[config.mk]
export PLATFORM = sky130hd
export DESIGN_NAME = ndma_engine
export DESIGN_NICKNAME = d
export VERILOG_FILES = /design/src/core/ndma_pkg.sv /design/src/core/ndma_silo.sv /design/src/core/ndma_skid.sv /design/src/core/ndma_engine.sv
export VERILOG_INCLUDE_DIRS = /design/src /design/src/core
export SDC_FILE = /design/constraint.sdc
export NUM_CORES = 1
export LEC_CHECK = 0
export ABC_AREA = 1
export BUFFER_PORTS_ARGS = -buffer_cell sky130_fd_sc_hd__buf_4
export CAP_MARGIN = 20
export CORE_AREA = 2 2 313 222
export DETAILED_ROUTE_END_ITERATION = 7
export DIE_AREA = 0 0 315 224
export PLACE_DENSITY = 0.53
export SYNTH_ARGS = -nofsm -noshare
export SYNTH_HDL_FRONTEND = slang
export SYNTH_SLANG_ARGS = --single-unit
[constraint.sdc]
create_clock -name i_sys_clk -period 3 [get_ports i_sys_clk]
set_input_delay 0.3 -clock i_sys_clk [delete_from_list [all_inputs] [get_ports i_sys_clk]]
set_output_delay 0.3 -clock i_sys_clk [all_outputs]
set_load 0.05 [all_outputs]
[src/core/ndma_params.svh]
// Timing, threshold and reset constants of the network DMA engine.
`ifndef NDMA_PARAMS_SVH
`define NDMA_PARAMS_SVH

// ----------------------------------------------------------------
// Staging buffer
// ----------------------------------------------------------------
`define NDMA_SILO_BYTES     48
`define NDMA_SILO_AW        6
`define NDMA_TX_REQ_FREE    16
`define NDMA_BACKOFF_FILL   32
`define NDMA_RX_BURST_MIN   16
`define NDMA_RX_STOP_LEVEL  46

// ----------------------------------------------------------------
// Bus cycle timing
// ----------------------------------------------------------------
`define NDMA_CLK_PERIOD_NS  40
`define NDMA_BUS_CYC_NS     600
`define NDMA_BUS_CYC_CLKS   ((`NDMA_BUS_CYC_NS + `NDMA_CLK_PERIOD_NS - 1) / `NDMA_CLK_PERIOD_NS)
`define NDMA_ADDR_CLKS      3
`define NDMA_BURST_XFERS    8

// ----------------------------------------------------------------
// Reset values
// ----------------------------------------------------------------
`define NDMA_RST_ACT_LOW    1'b1
`define NDMA_RST_ACT_HIGH   1'b0

`endif

[src/core/ndma_pkg.sv]
// Types shared by the network DMA engine modules.
`default_nettype none
package ndma_pkg;

   typedef enum logic [9:0] {
      st_idle = 10'h001,
      st_req  = 10'h002,
      st_load = 10'h004,
      st_addr = 10'h008,
      st_turn = 10'h010,
      st_strb = 10'h020,
      st_hold = 10'h040,
      st_push = 10'h080,
      st_next = 10'h100,
      st_rel  = 10'h200
   } ndma_state_e;

   typedef struct packed {
      logic [5:0] wp;
      logic [5:0] rp;
      logic [5:0] cnt;
   } ndma_silo_s;

   typedef struct packed {
      logic [7:0] d0;
      logic [7:0] d1;
      logic [1:0] cnt;
      logic       vld;
      logic       rdy;
   } ndma_skid_s;

endpackage
`default_nettype wire

[src/core/ndma_silo.sv]
// Byte-wide 48-entry staging buffer between bus side and serial side.
`include "ndma_params.svh"
`default_nettype none
module ndma_silo
   import ndma_pkg::*;
(
   // Clock and reset
   input  wire logic       i_sys_clk,
   input  wire logic       i_srst,
   input  wire logic       i_ce,
   // Fill side
   input  wire logic       i_push,
   input  wire logic [7:0] i_push_data,
   // Drain side
   input  wire logic       i_pop,
   output logic      [7:0] o_data,
   output logic      [5:0] o_count
);

   localparam logic [5:0] LAST = 6'(`NDMA_SILO_BYTES - 1);

   logic [7:0] mem [`NDMA_SILO_BYTES];
   ndma_silo_s r_ff;
   ndma_silo_s nxt_r;
   logic       do_push;
   logic       do_pop;

   always_comb begin
      nxt_r   = r_ff;
      do_push = i_push && (r_ff.cnt != 6'(`NDMA_SILO_BYTES));
      do_pop  = i_pop && (r_ff.cnt != 6'h00);
      if (do_push) begin
         nxt_r.wp = (r_ff.wp == LAST) ? 6'h00 : r_ff.wp + 6'h01;
      end
      if (do_pop) begin
         nxt_r.rp = (r_ff.rp == LAST) ? 6'h00 : r_ff.rp + 6'h01;
      end
      nxt_r.cnt = r_ff.cnt + 6'(do_push) - 6'(do_pop);
   end

   always_ff @(posedge i_sys_clk) begin
      if (i_srst) begin
         r_ff <= '0;
      end else if (i_ce) begin
         r_ff <= nxt_r;
      end
   end

   // Storage has no reset; only the pointers define what is valid.
   always_ff @(posedge i_sys_clk) begin
      if (i_ce && do_push) begin
         mem[r_ff.wp] <= i_push_data;
      end
   end

   assign o_data  = mem[r_ff.rp];
   assign o_count = r_ff.cnt;

endmodule
`default_nettype wire

[src/core/ndma_skid.sv]
// Two-entry buffer with valid and ready on both sides.
`default_nettype none
module ndma_skid
   import ndma_pkg::*;
(
   // Clock and reset
   input  wire logic       i_sys_clk,
   input  wire logic       i_srst,
   input  wire logic       i_ce,
   // Upstream
   input  wire logic       i_valid,
   input  wire logic [7:0] i_data,
   output logic            o_ready,
   // Downstream
   output logic            o_valid,
   output logic      [7:0] o_data,
   input  wire logic       i_ready
);

   ndma_skid_s r_ff;
   ndma_skid_s nxt_r;
   logic       push;
   logic       pop;
   logic [1:0] slot;

   always_comb begin
      nxt_r = r_ff;
      push  = i_valid && r_ff.rdy;
      pop   = r_ff.vld && i_ready;
      slot  = r_ff.cnt - 2'(pop);
      if (pop) begin
         nxt_r.d0 = r_ff.d1;
      end
      if (push && slot == 2'h0) begin
         nxt_r.d0 = i_data;
      end
      if (push && slot == 2'h1) begin
         nxt_r.d1 = i_data;
      end
      nxt_r.cnt = slot + 2'(push);
      nxt_r.vld = nxt_r.cnt != 2'h0;
      nxt_r.rdy = nxt_r.cnt != 2'h2;
   end

   always_ff @(posedge i_sys_clk) begin
      if (i_srst) begin
         r_ff     <= '0;
         r_ff.rdy <= 1'b1;
      end else if (i_ce) begin
         r_ff <= nxt_r;
      end
   end

   assign o_ready = r_ff.rdy;
   assign o_valid = r_ff.vld;
   assign o_data  = r_ff.d0;

endmodule
`default_nettype wire

[src/core/ndma_engine.sv]
// Bus-master DMA engine with staging buffer for a network controller.
// Contract
// Address strobe polarity follows polarity select.
// Byte control on: byte pin plus A0.
// Daisy chain: high mask pin becomes ack. Code does this only with byte control on as well.
// DMA controller arbitration uses request, grant only.
// Byte control off: masks encode lanes used.
// Bus cycle at least 600ns, ready stretches.
// Read: address, strobe, float, data strobe.
// Latch read data as data strobe rises.
// Outbound enable off before inbound on.
// Write data valid before and after strobe.
// Burst is eight transfers per grant.
// Odd start: one byte, seven words.
// Packet tail: words, then final byte.
// Single word cycles, own arbitration each.
// Forty-eight byte staging buffer.
// Transmit request only with over 16 free.
// Transmit start once first byte buffered.
// Backoff fills to 32; reception wins.
// Receive burst needs 16 buffered bytes.
// Preamble and sync never enter buffer.
// Lane swap only for buffer transfers.
// Even byte low lanes; swap exchanges.
// Hold request during cycles; float after release.
`include "ndma_params.svh"
`default_nettype none
module ndma_engine
   import ndma_pkg::*;
(
   // Clock and reset
   input  wire logic        i_sys_clk,
   input  wire logic        i_srst,
   input  wire logic        i_ce,
   // Configuration
   input  wire logic        i_strobe_polarity_sel,
   input  wire logic        i_byte_ctrl_sel,
   input  wire logic        i_lane_swap_sel,
   input  wire logic        i_daisy_chain_sel,
   // Single word requests
   input  wire logic        i_sgl_valid,
   input  wire logic        i_sgl_write,
   input  wire logic [23:0] i_sgl_addr,
   input  wire logic [15:0] i_sgl_wdata,
   output logic             o_sgl_done,
   output logic      [15:0] o_sgl_rdata,
   // Buffer jobs
   input  wire logic        i_buf_valid,
   input  wire logic        i_buf_to_mem,
   input  wire logic [23:0] i_buf_addr,
   input  wire logic [10:0] i_buf_len,
   output logic             o_buf_busy,
   output logic             o_buf_done,
   // Serial side
   input  wire logic        i_line_idle,
   input  wire logic        i_backoff,
   input  wire logic        i_rx_active,
   output logic             o_tx_start,
   output logic      [7:0]  o_tx_byte,
   output logic             o_tx_valid,
   input  wire logic        i_tx_ready,
   input  wire logic [7:0]  i_rx_byte,
   input  wire logic        i_rx_valid,
   input  wire logic        i_rx_in_frame,
   input  wire logic        i_rx_flush,
   output logic             o_rx_ready,
   // Memory bus
   output logic      [15:0] o_muxed_addr_data,
   output logic             o_muxed_addr_data_oe_n,
   input  wire logic [15:0] i_muxed_addr_data,
   output logic      [7:0]  o_addr_hi,
   output logic             o_read,
   output logic             o_addr_strobe,
   output logic             o_data_strobe_n,
   output logic             o_lane_mask_lo_n,
   output logic             o_lane_mask_hi_n,
   output logic             o_ctl_oe_n,
   output logic             o_bus_req_n,
   input  wire logic        i_bus_grant_n,
   input  wire logic        i_ready_n,
   output logic             o_xcvr_inbound_en_n,
   output logic             o_xcvr_outbound_en_n
);

   // ----------------------------------------------------------------
   // State
   // ----------------------------------------------------------------
   typedef struct packed {
      ndma_state_e st;
      logic        spend;
      logic        single;
      logic        wr;
      logic        swap;
      logic        is_byte;
      logic [23:0] addr;
      logic [10:0] remain;
      logic [3:0]  nxfer;
      logic [4:0]  cyc;
      logic [15:0] data;
      logic [1:0]  nb;
      logic        busy;
      logic        bwr;
      logic        req_n;
      logic [15:0] ad;
      logic        ad_oe_n;
      logic [7:0]  ahi;
      logic        ctl_oe_n;
      logic        as;
      logic        as_pin;
      logic        ds_n;
      logic        rd;
      logic        bm0_n;
      logic        bm1_n;
      logic        in_n;
      logic        out_n;
      logic        sdone;
      logic [15:0] srd;
      logic        bdone;
      logic        txs;
      logic        rxr;
   } ndma_top_s;

   localparam logic [4:0] CYC_END   = 5'(`NDMA_BUS_CYC_CLKS - 2);
   localparam logic [4:0] ADDR_LAST = 5'(`NDMA_ADDR_CLKS - 1);
   localparam logic [3:0] BURST_N   = 4'(`NDMA_BURST_XFERS);

   ndma_top_s   r_ff;
   ndma_top_s   nxt_r;
   logic [5:0]  silo_cnt;
   logic [7:0]  silo_q;
   logic        silo_push;
   logic [7:0]  silo_pdata;
   logic        silo_pop;
   logic        bus_push;
   logic        bus_pop;
   logic        rx_acc;
   logic        tx_pop;
   logic        skid_rdy;
   logic        tx_ok;
   logic        rx_ok;
   logic        byte_now;
   logic [1:0]  need;
   logic [15:0] rd_w;
   logic [7:0]  rd_b;

   // ----------------------------------------------------------------
   // Staging buffer and transmit skid
   // ----------------------------------------------------------------
   // Direction follows the last buffer job, so one store serves both ways.
   assign rx_acc     = r_ff.bwr && r_ff.rxr && i_rx_valid && i_rx_in_frame;
   assign tx_pop     = !r_ff.bwr && silo_cnt != 6'h00 && skid_rdy;
   assign silo_push  = r_ff.bwr ? rx_acc : bus_push;
   assign silo_pdata = r_ff.bwr ? i_rx_byte : (r_ff.nb[0] ? r_ff.data[15:8] : r_ff.data[7:0]);
   assign silo_pop   = r_ff.bwr ? bus_pop : tx_pop;

   ndma_silo u_silo (
      .i_sys_clk   (i_sys_clk),
      .i_srst      (i_srst),
      .i_ce        (i_ce),
      .i_push      (silo_push),
      .i_push_data (silo_pdata),
      .i_pop       (silo_pop),
      .o_data      (silo_q),
      .o_count     (silo_cnt)
   );

   ndma_skid u_skid (
      .i_sys_clk (i_sys_clk),
      .i_srst    (i_srst),
      .i_ce      (i_ce),
      .i_valid   (tx_pop),
      .i_data    (silo_q),
      .o_ready   (skid_rdy),
      .o_valid   (o_tx_valid),
      .o_data    (o_tx_byte),
      .i_ready   (i_tx_ready)
   );

   // ----------------------------------------------------------------
   // Sequencer
   // ----------------------------------------------------------------
   always_comb begin
      nxt_r    = r_ff;
      nxt_r.sdone = 1'b0;
      nxt_r.bdone = 1'b0;
      bus_push = 1'b0;
      bus_pop  = 1'b0;
      need     = r_ff.is_byte ? 2'h1 : 2'h2;
      byte_now = !r_ff.single && (r_ff.addr[0] || r_ff.remain == 11'h001);
      tx_ok    = !r_ff.bwr && !(i_backoff && i_rx_active)
                 && silo_cnt < 6'(i_backoff ? `NDMA_BACKOFF_FILL
                                  : `NDMA_SILO_BYTES - `NDMA_TX_REQ_FREE);
      rx_ok    = r_ff.bwr && (silo_cnt >= 6'(`NDMA_RX_BURST_MIN)
                 || (i_rx_flush && silo_cnt != 6'h00));
      rd_w     = r_ff.swap ? {i_muxed_addr_data[7:0], i_muxed_addr_data[15:8]}
                           : i_muxed_addr_data;
      rd_b     = (r_ff.addr[0] ^ r_ff.swap) ? i_muxed_addr_data[15:8]
                                            : i_muxed_addr_data[7:0];
      if (i_sgl_valid) begin
         nxt_r.spend = 1'b1;
      end
      unique case (r_ff.st)
         st_idle: begin
            if (!r_ff.busy && i_buf_valid) begin
               nxt_r.busy   = 1'b1;
               nxt_r.bwr    = i_buf_to_mem;
               nxt_r.addr   = i_buf_addr;
               nxt_r.remain = i_buf_len;
            end else if (r_ff.spend) begin
               nxt_r.spend   = i_sgl_valid;
               nxt_r.single  = 1'b1;
               nxt_r.wr      = i_sgl_write;
               nxt_r.addr    = i_sgl_addr;
               nxt_r.data    = i_sgl_wdata;
               nxt_r.swap    = 1'b0;
               nxt_r.is_byte = 1'b0;
               nxt_r.req_n   = 1'b0;
               nxt_r.st      = st_req;
            end else if (r_ff.busy && (tx_ok || rx_ok)) begin
               nxt_r.single = 1'b0;
               nxt_r.wr     = r_ff.bwr;
               nxt_r.swap   = i_lane_swap_sel;
               nxt_r.nxfer  = 4'h0;
               nxt_r.req_n  = 1'b0;
               nxt_r.st     = st_req;
            end
         end
         st_req: begin
            if (!i_bus_grant_n) begin
               nxt_r.ctl_oe_n = 1'b0;
               nxt_r.cyc      = 5'h00;
               nxt_r.nb       = 2'h0;
               nxt_r.is_byte  = byte_now;
               nxt_r.st       = (r_ff.wr && !r_ff.single) ? st_load : st_addr;
            end
         end
         st_load: begin
            if (r_ff.nb == need) begin
               nxt_r.st = st_addr;
            end else if (silo_cnt != 6'h00) begin
               bus_pop  = 1'b1;
               nxt_r.nb = r_ff.nb + 2'h1;
               if (r_ff.nb == 2'h0) begin
                  nxt_r.data = {silo_q, silo_q};
               end else begin
                  nxt_r.data[15:8] = silo_q;
               end
            end else if (i_rx_flush && r_ff.nb == 2'h1) begin
               nxt_r.is_byte = 1'b1;
            end else if (i_rx_flush) begin
               nxt_r.busy  = 1'b0;
               nxt_r.bdone = 1'b1;
               nxt_r.st    = st_rel;
            end
         end
         st_addr: begin
            nxt_r.ad      = r_ff.addr[15:0];
            nxt_r.ahi     = r_ff.addr[23:16];
            nxt_r.ad_oe_n = 1'b0;
            nxt_r.rd      = !r_ff.wr;
            nxt_r.out_n   = 1'b0;
            nxt_r.in_n    = 1'b1;
            nxt_r.as      = r_ff.cyc != ADDR_LAST;
            nxt_r.cyc     = r_ff.cyc + 5'h01;
            if (r_ff.cyc == ADDR_LAST) begin
               nxt_r.st = st_turn;
            end
         end
         st_turn: begin
            nxt_r.cyc = r_ff.cyc + 5'h01;
            if (r_ff.wr) begin
               nxt_r.ad = r_ff.swap ? {r_ff.data[7:0], r_ff.data[15:8]} : r_ff.data;
            end else begin
               nxt_r.ad_oe_n = 1'b1;
               nxt_r.out_n   = 1'b1;
            end
            nxt_r.st = st_strb;
         end
         st_strb: begin
            nxt_r.ds_n = 1'b0;
            nxt_r.in_n = r_ff.wr;
            nxt_r.cyc  = r_ff.cyc + 5'h01;
            if (!i_ready_n && r_ff.cyc >= CYC_END) begin
               nxt_r.ds_n = 1'b1;
               nxt_r.st   = st_hold;
               if (!r_ff.wr && r_ff.single) begin
                  nxt_r.srd = i_muxed_addr_data;
               end else if (!r_ff.wr) begin
                  nxt_r.data = r_ff.is_byte ? {8'h00, rd_b} : rd_w;
               end
            end
         end
         st_hold: begin
            nxt_r.in_n   = 1'b1;
            nxt_r.nb     = 2'h0;
            nxt_r.addr   = r_ff.addr + 24'(need);
            nxt_r.remain = r_ff.remain - 11'(need);
            nxt_r.nxfer  = r_ff.nxfer + 4'h1;
            if (r_ff.single) begin
               nxt_r.sdone = 1'b1;
               nxt_r.st    = st_rel;
            end else begin
               nxt_r.st = r_ff.wr ? st_next : st_push;
            end
         end
         st_push: begin
            if (silo_cnt != 6'(`NDMA_SILO_BYTES)) begin
               bus_push = 1'b1;
               nxt_r.nb = r_ff.nb + 2'h1;
               if (r_ff.nb + 2'h1 == need) begin
                  nxt_r.st = st_next;
               end
            end
         end
         st_next: begin
            nxt_r.cyc     = 5'h00;
            nxt_r.nb      = 2'h0;
            nxt_r.is_byte = byte_now;
            if (r_ff.remain == 11'h000) begin
               nxt_r.busy  = 1'b0;
               nxt_r.bdone = 1'b1;
               nxt_r.st    = st_rel;
            end else if (r_ff.nxfer == BURST_N || i_bus_grant_n) begin
               nxt_r.st = st_rel;
            end else begin
               nxt_r.st = r_ff.wr ? st_load : st_addr;
            end
         end
         st_rel: begin
            nxt_r.req_n    = 1'b1;
            nxt_r.ctl_oe_n = 1'b1;
            nxt_r.ad_oe_n  = 1'b1;
            nxt_r.in_n     = 1'b1;
            nxt_r.out_n    = 1'b1;
            nxt_r.as       = 1'b0;
            nxt_r.ds_n     = 1'b1;
            nxt_r.st       = st_idle;
         end
         default: begin
            nxt_r.st = st_rel;
         end
      endcase
      nxt_r.as_pin = nxt_r.as ^ i_strobe_polarity_sel;
      nxt_r.bm0_n  = i_byte_ctrl_sel ? !nxt_r.is_byte
                                     : nxt_r.is_byte && nxt_r.addr[0];
      nxt_r.bm1_n  = (i_byte_ctrl_sel && i_daisy_chain_sel) ? nxt_r.ctl_oe_n
                                     : nxt_r.is_byte && !nxt_r.addr[0];
      nxt_r.txs    = !r_ff.bwr && i_line_idle
                     && (silo_cnt != 6'h00 || o_tx_valid);
      nxt_r.rxr    = r_ff.bwr && silo_cnt < 6'(`NDMA_RX_STOP_LEVEL);
   end

   always_ff @(posedge i_sys_clk) begin
      if (i_srst) begin
         r_ff          <= '0;
         r_ff.st       <= st_idle;
         r_ff.req_n    <= `NDMA_RST_ACT_LOW;
         r_ff.ad_oe_n  <= `NDMA_RST_ACT_LOW;
         r_ff.ctl_oe_n <= `NDMA_RST_ACT_LOW;
         r_ff.ds_n     <= `NDMA_RST_ACT_LOW;
         r_ff.bm0_n    <= `NDMA_RST_ACT_LOW;
         r_ff.bm1_n    <= `NDMA_RST_ACT_LOW;
         r_ff.in_n     <= `NDMA_RST_ACT_LOW;
         r_ff.out_n    <= `NDMA_RST_ACT_LOW;
         r_ff.as_pin   <= `NDMA_RST_ACT_HIGH;
      end else if (i_ce) begin
         r_ff <= nxt_r;
      end
   end

   // ----------------------------------------------------------------
   // Outputs
   // ----------------------------------------------------------------
   assign o_sgl_done             = r_ff.sdone;
   assign o_sgl_rdata            = r_ff.srd;
   assign o_buf_busy             = r_ff.busy;
   assign o_buf_done             = r_ff.bdone;
   assign o_tx_start             = r_ff.txs;
   assign o_rx_ready             = r_ff.rxr;
   assign o_muxed_addr_data      = r_ff.ad;
   assign o_muxed_addr_data_oe_n = r_ff.ad_oe_n;
   assign o_addr_hi              = r_ff.ahi;
   assign o_read                 = r_ff.rd;
   assign o_addr_strobe          = r_ff.as_pin;
   assign o_data_strobe_n        = r_ff.ds_n;
   assign o_lane_mask_lo_n       = r_ff.bm0_n;
   assign o_lane_mask_hi_n       = r_ff.bm1_n;
   assign o_ctl_oe_n             = r_ff.ctl_oe_n;
   assign o_bus_req_n            = r_ff.req_n;
   assign o_xcvr_inbound_en_n    = r_ff.in_n;
   assign o_xcvr_outbound_en_n   = r_ff.out_n;
endmodule
`default_nettype wire

### Yosys cells after proc, flatten, opt, wreduce, memory -nomap -nowiden

Memory sizes are Yosys's and may differ from the RTL's. A register that Yosys moved wholly into a read port is not among the register bits.
Cells that the tools add are included.

| word-level totals | value |
|---|---|
| register bits | 171 |
| bits in latches | 0 |
| RAM bits | 384 |
| bits in read-only memories | 0 |
| input bits | 119 |
| output and inout bits | 64 |
| word-level logic and storage cells | 295 |
| memories | 1 |

| operators by class | value |
|---|---|
| $add $sub $neg | 11 |
| multiply operators | 0 |
| div/mod/pow operators | 0 |
| order comparisons | 4 |
| eq/ne operators | 48 |
| shift-type cells | 0 |
| mux-type cells | 102 |
| bitwise logic cells | 3 |
| reduce and logical (&&, ||, !) cells | 85 |

Memories:

| name | depth | bits a word | rd ports | clocked after memory_dff | wr ports | line | RTL |
|---|---|---|---|---|---|---|---|
| u_silo.mem | 48 | 8 | 1 | 1 | 1 | ndma_silo.sv:22 | `` logic [7:0] mem [`NDMA_SILO_BYTES]; `` |

Operators by type and width:

| cell | count |
|---|---|
| two-way mux 16 bit | 9 |
| two-way mux 10 bit | 14 |
| case mux 10 bit (10 select lines) | 1 |
| case mux 39 bit (2 select lines) | 1 |
| two-way mux 8 bit | 6 |
| case mux 16 bit (3 select lines) | 1 |
| != test 2 bit, second input constant | 22 |
| two-way mux 1 bit | 34 |
| case mux 16 bit (2 select lines) | 1 |
| logical AND 1 bit | 30 |
| two-way mux 25 bit | 1 |
| adder 24 x 2 -> 24 bit | 1 |
| two-way mux 24 bit | 1 |
| two-way mux 4 bit | 6 |
| two-way mux 6 bit | 4 |
| two-way mux 19 bit | 1 |
| two-way mux 18 bit | 1 |
| AND reduction 3 bit | 6 |
| nonzero test 2 bit | 8 |
| two-way mux 15 bit | 1 |
| != test 3 bit, second input constant | 5 |
| case mux 5 bit (3 select lines) | 1 |
| AND reduction 2 bit | 7 |
| adder 6 x 1 -> 6 bit, second input constant | 2 |
| other kinds (56) | 89 |

### Longest topological paths before layout

Gate-level depths: netlist of run 1.

| depth | value |
|---|---|
| depth after elaboration | 13 |
| gate-level depth with buffers | 18 |
| depth with buffers taken out | 18 |

### By module

Synthesis of run 1 repeated with hierarchy kept, for this count alone.

| unflattened totals | value |
|---|---|
| cells, all modules | 3065 |
| area total of the unflattened synthesis | 26855.8 µm² |

Modules (own cells, without submodules):

| module | times used | cells each | area an instance (µm²) | sequential area each (µm²) |
|---|---|---|---|---|
| ndma_silo | 1 | 1461 | 16838.6 | 12011.5 |
| ndma_engine | 1 | 1446 | 8946.1 | 2662.6 |
| ndma_skid | 1 | 158 | 1071.0 | 400.4 |

### Worst setup path after synthesis of run 1

No wires, ideal clock.

| path | value |
|---|---|
| path kind | register to register |
| from | register r_ff[128] (netlist bit) |
| to | register u_silo.r_ff, in the netlist u_silo.o_count[4] |
| library setup time | 0.115 ns |
| data arrival time | 2.471 ns |
| data required time | 2.885 ns |
| slack | 0.414 ns |
| cell stages (with the launch flop) | 17 |
| path buffers | 0 |
| clock period less this slack | 2.586 ns |
| path through | dfxtp_1 -> nor2_2 -> nand2_4 -> inv_2 -> nand3_2 -> inv_2 -> nand2_1 -> o21ai_2 -> ha_1 -> inv_1 -> ha_1 -> inv_1 -> fa_1 -> o21a_1 -> xor2_1 -> o21ai_0 -> inv_1 |

| between the ends | value |
|---|---|
| word-level cells in the longest chain between the ends | 6 |
| elaborated cells on any way between the ends | 10 |
| classes of those cells | add/sub (2); eq/ne (2); mux (4); reduce/logical (2) |

Ends and longest elaborated chain:

| item | line | RTL |
|---|---|---|
| start, declared | ndma_engine.sv:127 | `ndma_top_s r_ff;` |
| start signal, assigned | ndma_engine.sv:367 | `r_ff <= nxt_r;` |
| == test 10 x 8 -> 1 bit | ndma_engine.sv:202 | `unique case (r_ff.st)` |
| two-way mux 1 bit | ndma_engine.sv:202 |  |
| two-way mux 1 bit | ndma_engine.sv:152 | `assign silo_push = r_ff.bwr ? rx_acc : bus_push;` |
| logical AND 1 bit | ndma_silo.sv:30 | `` do_push = i_push && (r_ff.cnt != 6'(`NDMA_SILO_BYTES)); `` |
| adder 6 x 1 -> 6 bit | ndma_silo.sv:38 | `nxt_r.cnt = r_ff.cnt + 6'(do_push) - 6'(do_pop);` |
| subtractor 6 x 1 -> 6 bit (*) | ndma_silo.sv:38 |  |
| end signal, assigned | ndma_silo.sv:45 | `r_ff <= nxt_r;` |
| end, declared | ndma_silo.sv:23 | `ndma_silo_s r_ff;` |

Every way passes the cells marked *; elsewhere a longest branch is shown, timed or not.
A chain may end at the register's enable or synchronous reset.

### Worst setup path after layout of run 1

Same ends and word-level chain as after synthesis.

==> flow_summary.json, run 1 <==
{
  "clock_power_share_pct": 26.0,
  "synth_ff_type": "edfxtp_1",
  "start_util_pct": 39.7,
  "routed_wl_um": 83900,
  "muxShareOfSynthArea_pct": 0.299,
  "drc": 0,
  "p_total_mw": 27.0,
  "hold_viol_final": 0,
  "detail_route.wl_per_cell_um": 20.2,
  "grt.overflow.total": 0,
  "cts_tree": "built",
  "clockRootBuffer": "clkbuf_16",
  "yosysTopAreaCell": "edfxtp_1",
  "grt_antenna_before_repair": 1,
  "relSlewSlack_pct": 41.0,
  "wl_met2_um": 34000,
  "place_inst": 4023,
  "synth-compound-area-share_pct": 10.6,
  "clk_pin_slew_ns": 0.07,
  "port_buffers": 182,
  "drive_gt1_share_pct": 14.2,
  "cts_setup_buffers": 0,
  "comb_power_share_pct": 35.9,
  "synthSimpleGateAreaFrac_pct": 23.9,
  "cts_sinks": 561,
  "power_density_nw_per_um2": 858,
  "ys_warn_count": 0,
  "p_leak_nw": 12.2,
  "cts_max_level": 2,
  "post_dp_cell_area_sq_um": 29300,
  "antenna_cells": 0,
  "cts_made_buffers": 56,
  "path_class": "reg -> reg",
  "hpwl_um": 57500,
  "synth_top_area_share_pct": 43.0,
  "drtIter0Drc": 2248,
  "dr.max_layer_used": "met4",
  "nNetsFinal": 3360,
  "period_share_pct": 93.4,
  "track_usage_pct": 23.5,
  "io_pins": 183,
  "synthAdderAreaFrac_pct": 1.48,
  "fin_crit_ns": 2.80,
  "core_region_area_sq_um": 67600,
  "synth_seq_cells": 561,
  "via_per_inst": 5.31,
  "cp_data_arrival_time_ns": 3.33,
  "async_flop_share_pct": 0,
  "end_kind": "flop",
  "finalSetupViolations": 0,
  "maxCapViolations": 0,
  "synthToLayoutAreaGrowth_pct": 17.2,
  "grt_max_degree": 137,
  "avgSynthCellArea_sq_um": 8.85,
  "worst_slack_ns": 0.199,
  "synthCells": 3029,
  "required_ns": 3.53,
  "mappedNetlistArea_sq_um": 26800,
  "slew_viol_final": 0,
  "synth-edff-count": 384,
  "met1_length_um": 41000,
  "synth_cell_types": 54,
  "cts_buffer_depth": 3,
  "utilization_pct": 46.5,
  "peakVddDrop_mv": 0.572,
  "die_w_um": 315,
  "power_frac_seq_pct": 38.1,
  "p_sw_mw": 10.5,
  "gp_congestion": 0.960,
  "nFillCells": 6399,
  "finalClockSkew_ns": 0.0409,
  "synth_top_family_by_area": "simple AND/OR/NAND/NOR gates",
  "dr.pass1.iters": 5,
  "ys_seq_area_share_pct": 56.2,
  "hp-class": "in -> reg",
  "status": "finished clean",
  "internal_power_mw": 16.4,
  "antenna_left": 0,
  "fmax_mhz": 357,
  "fp-row-count": 80,
  "vias": 22100,
  "place_ws_ns": 0.177,
  "cp-start-kind": "flop",
  "final_cells": 4159,
  "finalSetupTns_ns": 0,
  "die_area_sq_um": 70600,
  "synth_fp_nets": 3178,
  "holdWs_ns": 0.0369,
  "clk-insertion-delay-late_ns": 0.64,
  "wl_met3_um": 7520,
  "tightest_slew_ns": 0.879,
  "grt_pass1_wl_um": 127000,
  "synth_area_leaders": "edfxtp_1, dfxtp_1, nand2_1",
  "grt_pass1_vias": 20700,
  "finish.instance_area_sq_um": 31400,
  "synthXorXnorAreaFrac_pct": 0.555,
  "fp.dieH_um": 224,
  "rsz0062_at_grt": "false",
  "worst-path-max-fanout": 6,
  "swShare_pct": 39.1
}
critical path: stages (launching register included):
cell and delay [ns]:
dfxtp_1 0.37, nor2_4 0.18, nand2_4 0.10, inv_2 0.10, nand3_2 0.12, inv_2 0.08
nand2_1 0.08, o21ai_2 0.16, ha_1 0.25, inv_1 0.05, ha_1 0.16, inv_1 0.05
fa_1 0.40, o21a_1 0.22, xor2_1 0.13, o21ai_0 0.15, inv_1 0.07
state kept, by name (all words and copies together), names as in the netlist, 6 cells and up, named ones only:
| name | count |
|---|---|
| o_addr_hi | 8 |
| u_silo.o_count | 6 |
| r_ff | 79 |
| o_sgl_rdata | 16 |
| u_skid.r_ff | 10 |
| o_muxed_addr_data | 16 |
| u_silo.mem | 384 |
| u_skid.o_data | 8 |
| u_silo.r_ff | 12 |
cell usage in the layout, fill, tap and decap left out, types with 33 or more instances in the layout:
| master | n |
|---|---|
| nand2_1 | 730 |
| buf_4 | 282 |
| nand3_1 | 337 |
| o211ai_1 | 38 |
| a21oi_1 | 166 |
| edfxtp_1 | 384 |
| o21ai_0 | 207 |
| nor2_1 | 337 |
| dfxtp_1 | 174 |
| clkbuf_16 | 57 |
| nor3_1 | 33 |
| inv_1 | 190 |
worst paths after layout:
path / from / end / slack (ns) / depth (start not counted)
setup / recovery: r_ff[128] / u_silo.o_count[4] / 0.20 / 16
setup reg to reg: r_ff[128] / u_silo.o_count[4] / 0.20 / 16
hold reg to reg: o_addr_hi[5] / o_addr_hi[5] / 0.45 / 2
hold / removal: i_byte_ctrl_sel / o_lane_mask_hi_n / 0.04 / 4
cells in the mapped netlist (4+ instances only):
library cell and number:
a211oi_1 20, nand3b_1 6, edfxtp_1 384, or2_2 4, buf_2 36, mux2i_1 8
xnor2_1 5, o21ai_2 4, o21ai_1 8, inv_2 14, nand3_2 4, a22oi_1 14
nand2_2 7, inv_1 191, a21oi_1 174, nand2_1 731, buf_4 68, nand3_1 337
nor3_1 33, dfxtp_1 177, nor2_2 8, o21ai_0 207, clkbuf_1 74, o211ai_1 38
a31oi_1 4, buf_1 19, nor2_4 6, nor2_1 337, nand4_1 23, ha_1 27
xor2_1 12, a211oi_2 14
final cells by class:
class,instances,area [sq um],area share (%)
Clock buffer,80,1560,4.97
Clock inverter,24,238,0.756
Inverter,211,801,2.55
Multi-Input combinational cell,2056,9960,31.7
Sequential cell,561,15100,48.0
Tap cell,902,1130,3.59
Timing Repair Buffer,325,2660,8.46
metal layers:
layer  track usage, %  vias to the layer above
met5                0                        -
met3             5.58                       98
met4             4.96                        0
met2             32.4                      810
met1             36.7                    10600
li1                 -                    10600
power groups by stage:
stage,Sequential [mW],Clock [mW],Combinational (mW)
detailed placement,10.4,0,9.60
floorplan,10.4,0,5.94
global route,10.3,7.48,10.7
finish,10.3,7.02,9.68
global placement,10.4,0,9.59
CTS,10.2,7.17,9.66
repair_timing:
action,CTS,global route
hold endpoints to repair,31,0
setup endpoints to repair,0,41
hold buffers,32,0
resized for setup,0,2
cell families (layout without fill, tap and decap cells):
group           Yosys count  in the layout
compound gates          496            496
xor+xnor                 17             17
fa+ha+maj                30             30
buf+inv                 412            640
flops                   561            561
mux                       8              8
simple gates           1505           1505
Note: power is estimated with default switching activity, not from simulation.
==> inputs of run 2 (changes only) <==
- PLACE_DENSITY: 0.53 -> not set
==> flow_summary.json, run 2 (synthesis results as in run 1) <==
{
  "cp-start-kind": "flop",
  "finalSetupViolations": 0,
  "detail_route.wl_per_cell_um": 19.7,
  "reg_top3": "u_silo.mem (384), r_ff (79)",
  "largest_reg_flops": 384,
  "start_util_pct": 39.7,
  "nNetsFinal": 3357,
  "synthToLayoutAreaGrowth_pct": 17.1,
  "end_kind": "flop",
  "port_buffers": 182,
  "p_total_mw": 26.9,
  "antenna_left": 0,
  "clockRootBuffer": "clkbuf_16",
  "cp_slowest_cell": "nand2_1",
  "status": "finished clean",
  "cts_made_buffers": 55,
  "grt_pass1_vias": 20300,
  "fin_crit_ns": 2.79,
  "cpMostUsedCell": "nor2_1",
  "io_pins": 183,
  "nFillCells": 6547,
  "gp_congestion": 0.946,
  "core_region_area_sq_um": 67600,
  "cts_max_level": 2,
  "worst-path-max-fanout": 8,
  "required_ns": 3.31,
  "die_area_sq_um": 70600,
  "cts_sinks": 561,
  "cts_setup_buffers": 0,
  "hpwl_um": 54800,
  "track_usage_pct": 22.8,
  "grt_pass1_wl_um": 124000,
  "relSlewSlack_pct": 41.7,
  "clk-insertion-delay-late_ns": 0.63,
  "final_cell_mix": "nand2_1, edfxtp_1, nand3_1, nor2_1, buf_4",
  "grt.overflow.total": 0,
  "cp_data_arrival_time_ns": 3.11,
  "routed_wl_um": 81800,
  "tightest_slew_ns": 0.875,
  "path_buf_inv": 1,
  "fp-row-count": 80,
  "largest_register": "u_silo.mem",
  "clk_pin_slew_ns": 0.06,
  "via_per_inst": 5.28,
  "finalSetupTns_ns": 0,
  "antenna_cells": 0,
  "holdWs_ns": 0.0284,
  "peakVddDrop_mv": 0.763,
  "cts_buffer_depth": 3,
  "vias": 21900,
  "fp.dieH_um": 224,
  "period_share_pct": 93.0,
  "dr.pass1.iters": 6,
  "grt_antenna_before_repair": 1,
  "grt_max_degree": 108,
  "worst_path_dominant_cell_family": "simple AND/OR/NAND/NOR gates",
  "cp_cell_sequence": "nor2_1 -> nand2_2 -> nor3_2 -> nand2_1 -> o21ai_2 -> nand3_2 -> nor2_1 -> nand2_1 -> nor2_1 -> buf_4",
  "drive_gt1_share_pct": 14.2,
  "maxCapViolations": 0,
  "finalClockSkew_ns": 0.0356,
  "fmax_mhz": 358,
  "rsz0062_at_grt": "false",
  "max_stage_delay_ns": 0.43,
  "power_density_nw_per_um2": 855,
  "drtIter0Drc": 2539,
  "hold_viol_final": 0,
  "drc": 0,
  "p_leak_nw": 12.2,
  "cts_tree": "built",
  "hp-class": "in -> reg",
  "final_common_cell": "nand2_1",
  "slew_viol_final": 0,
  "die_w_um": 315,
  "path_class": "reg -> reg"
}
run 2: changes by cell type in the layout (fill, tap and decap cells not counted), moves of 2 or more:
cell        previous run  this run
clkinvlp_4             5         3
bufinv_16              4         6
buf_4                282       285
clkinvlp_2             0         2
clkbuf_1              18        13
buf_12                11         7
run 2: per-layer routing:
| metal | up-vias | global-route usage (%) | share of wire, % |
|---|---|---|---|
| li1 | 10600 | - | - |
| met1 | 10400 | 36.2 | 48 |
| met2 | 864 | 31.4 | 40 |
| met3 | 94 | 4.36 | 9.3 |
| met4 | 0 | 5.22 | 1.9 |
| met5 | - | 0 | 0 |
run 2: what timing repair did:
action / in CTS / in global routing
gates resized for setup: 0 / 2
hold buffers: 31 / 0
endpoints found under the hold margin: 30 / 0
endpoints found under the setup margin: 0 / 9
run 2: worst min-delay path, delay by kind of cell:
family | cells | cell delay (ns)
and+or+nand+nor | 1 | 0.08
AOI/OAI and AO/OA | 1 | 0.13
buffers and inverters | 1 | 0.12
run 2: power by group:
part	leakage [nW]	switching [mW]	total (mW)	internal [mW]
Combinational	6.38	6.79	9.28	2.50
Clock	0.887	3.09	7.16	4.07
Sequential	4.96	0.567	10.4	9.85
run 2: stage by stage:
step	cell area [sq um]	std cells	setup WS, ns	util, %
after global placement	29200	4022	0.275	43.3
after global routing	31400	4153	0.0109	46.5
after floorplan	26800	3029	0.414	-
after CTS	31400	4153	0.210	46.5
final	31400	4153	0.209	46.5
after detailed placement	29200	4022	0.225	43.3
run 2: worst paths after layout:
path / from / to / slack [ns] / cells after the start
worst min register to register: o_addr_hi[3] / o_addr_hi[3] / 0.45 / 2
worst min-delay path: i_bus_grant_n / o_ctl_oe_n / 0.03 / 3
worst max-delay path: r_ff[125] / u_silo.mem[25][6] / 0.21 / 10
worst max register to register: r_ff[125] / u_silo.mem[25][6] / 0.21 / 10
run 2: cell type report:
class,instances,area (sq um),area share [%]
Timing Repair Buffer,323,2590,8.25
Tap cell,902,1130,3.59
Clock buffer,74,1510,4.81
Sequential cell,561,15100,48.0
Inverter,211,801,2.55
Multi-Input combinational cell,2056,9960,31.7
Clock inverter,26,334,1.06
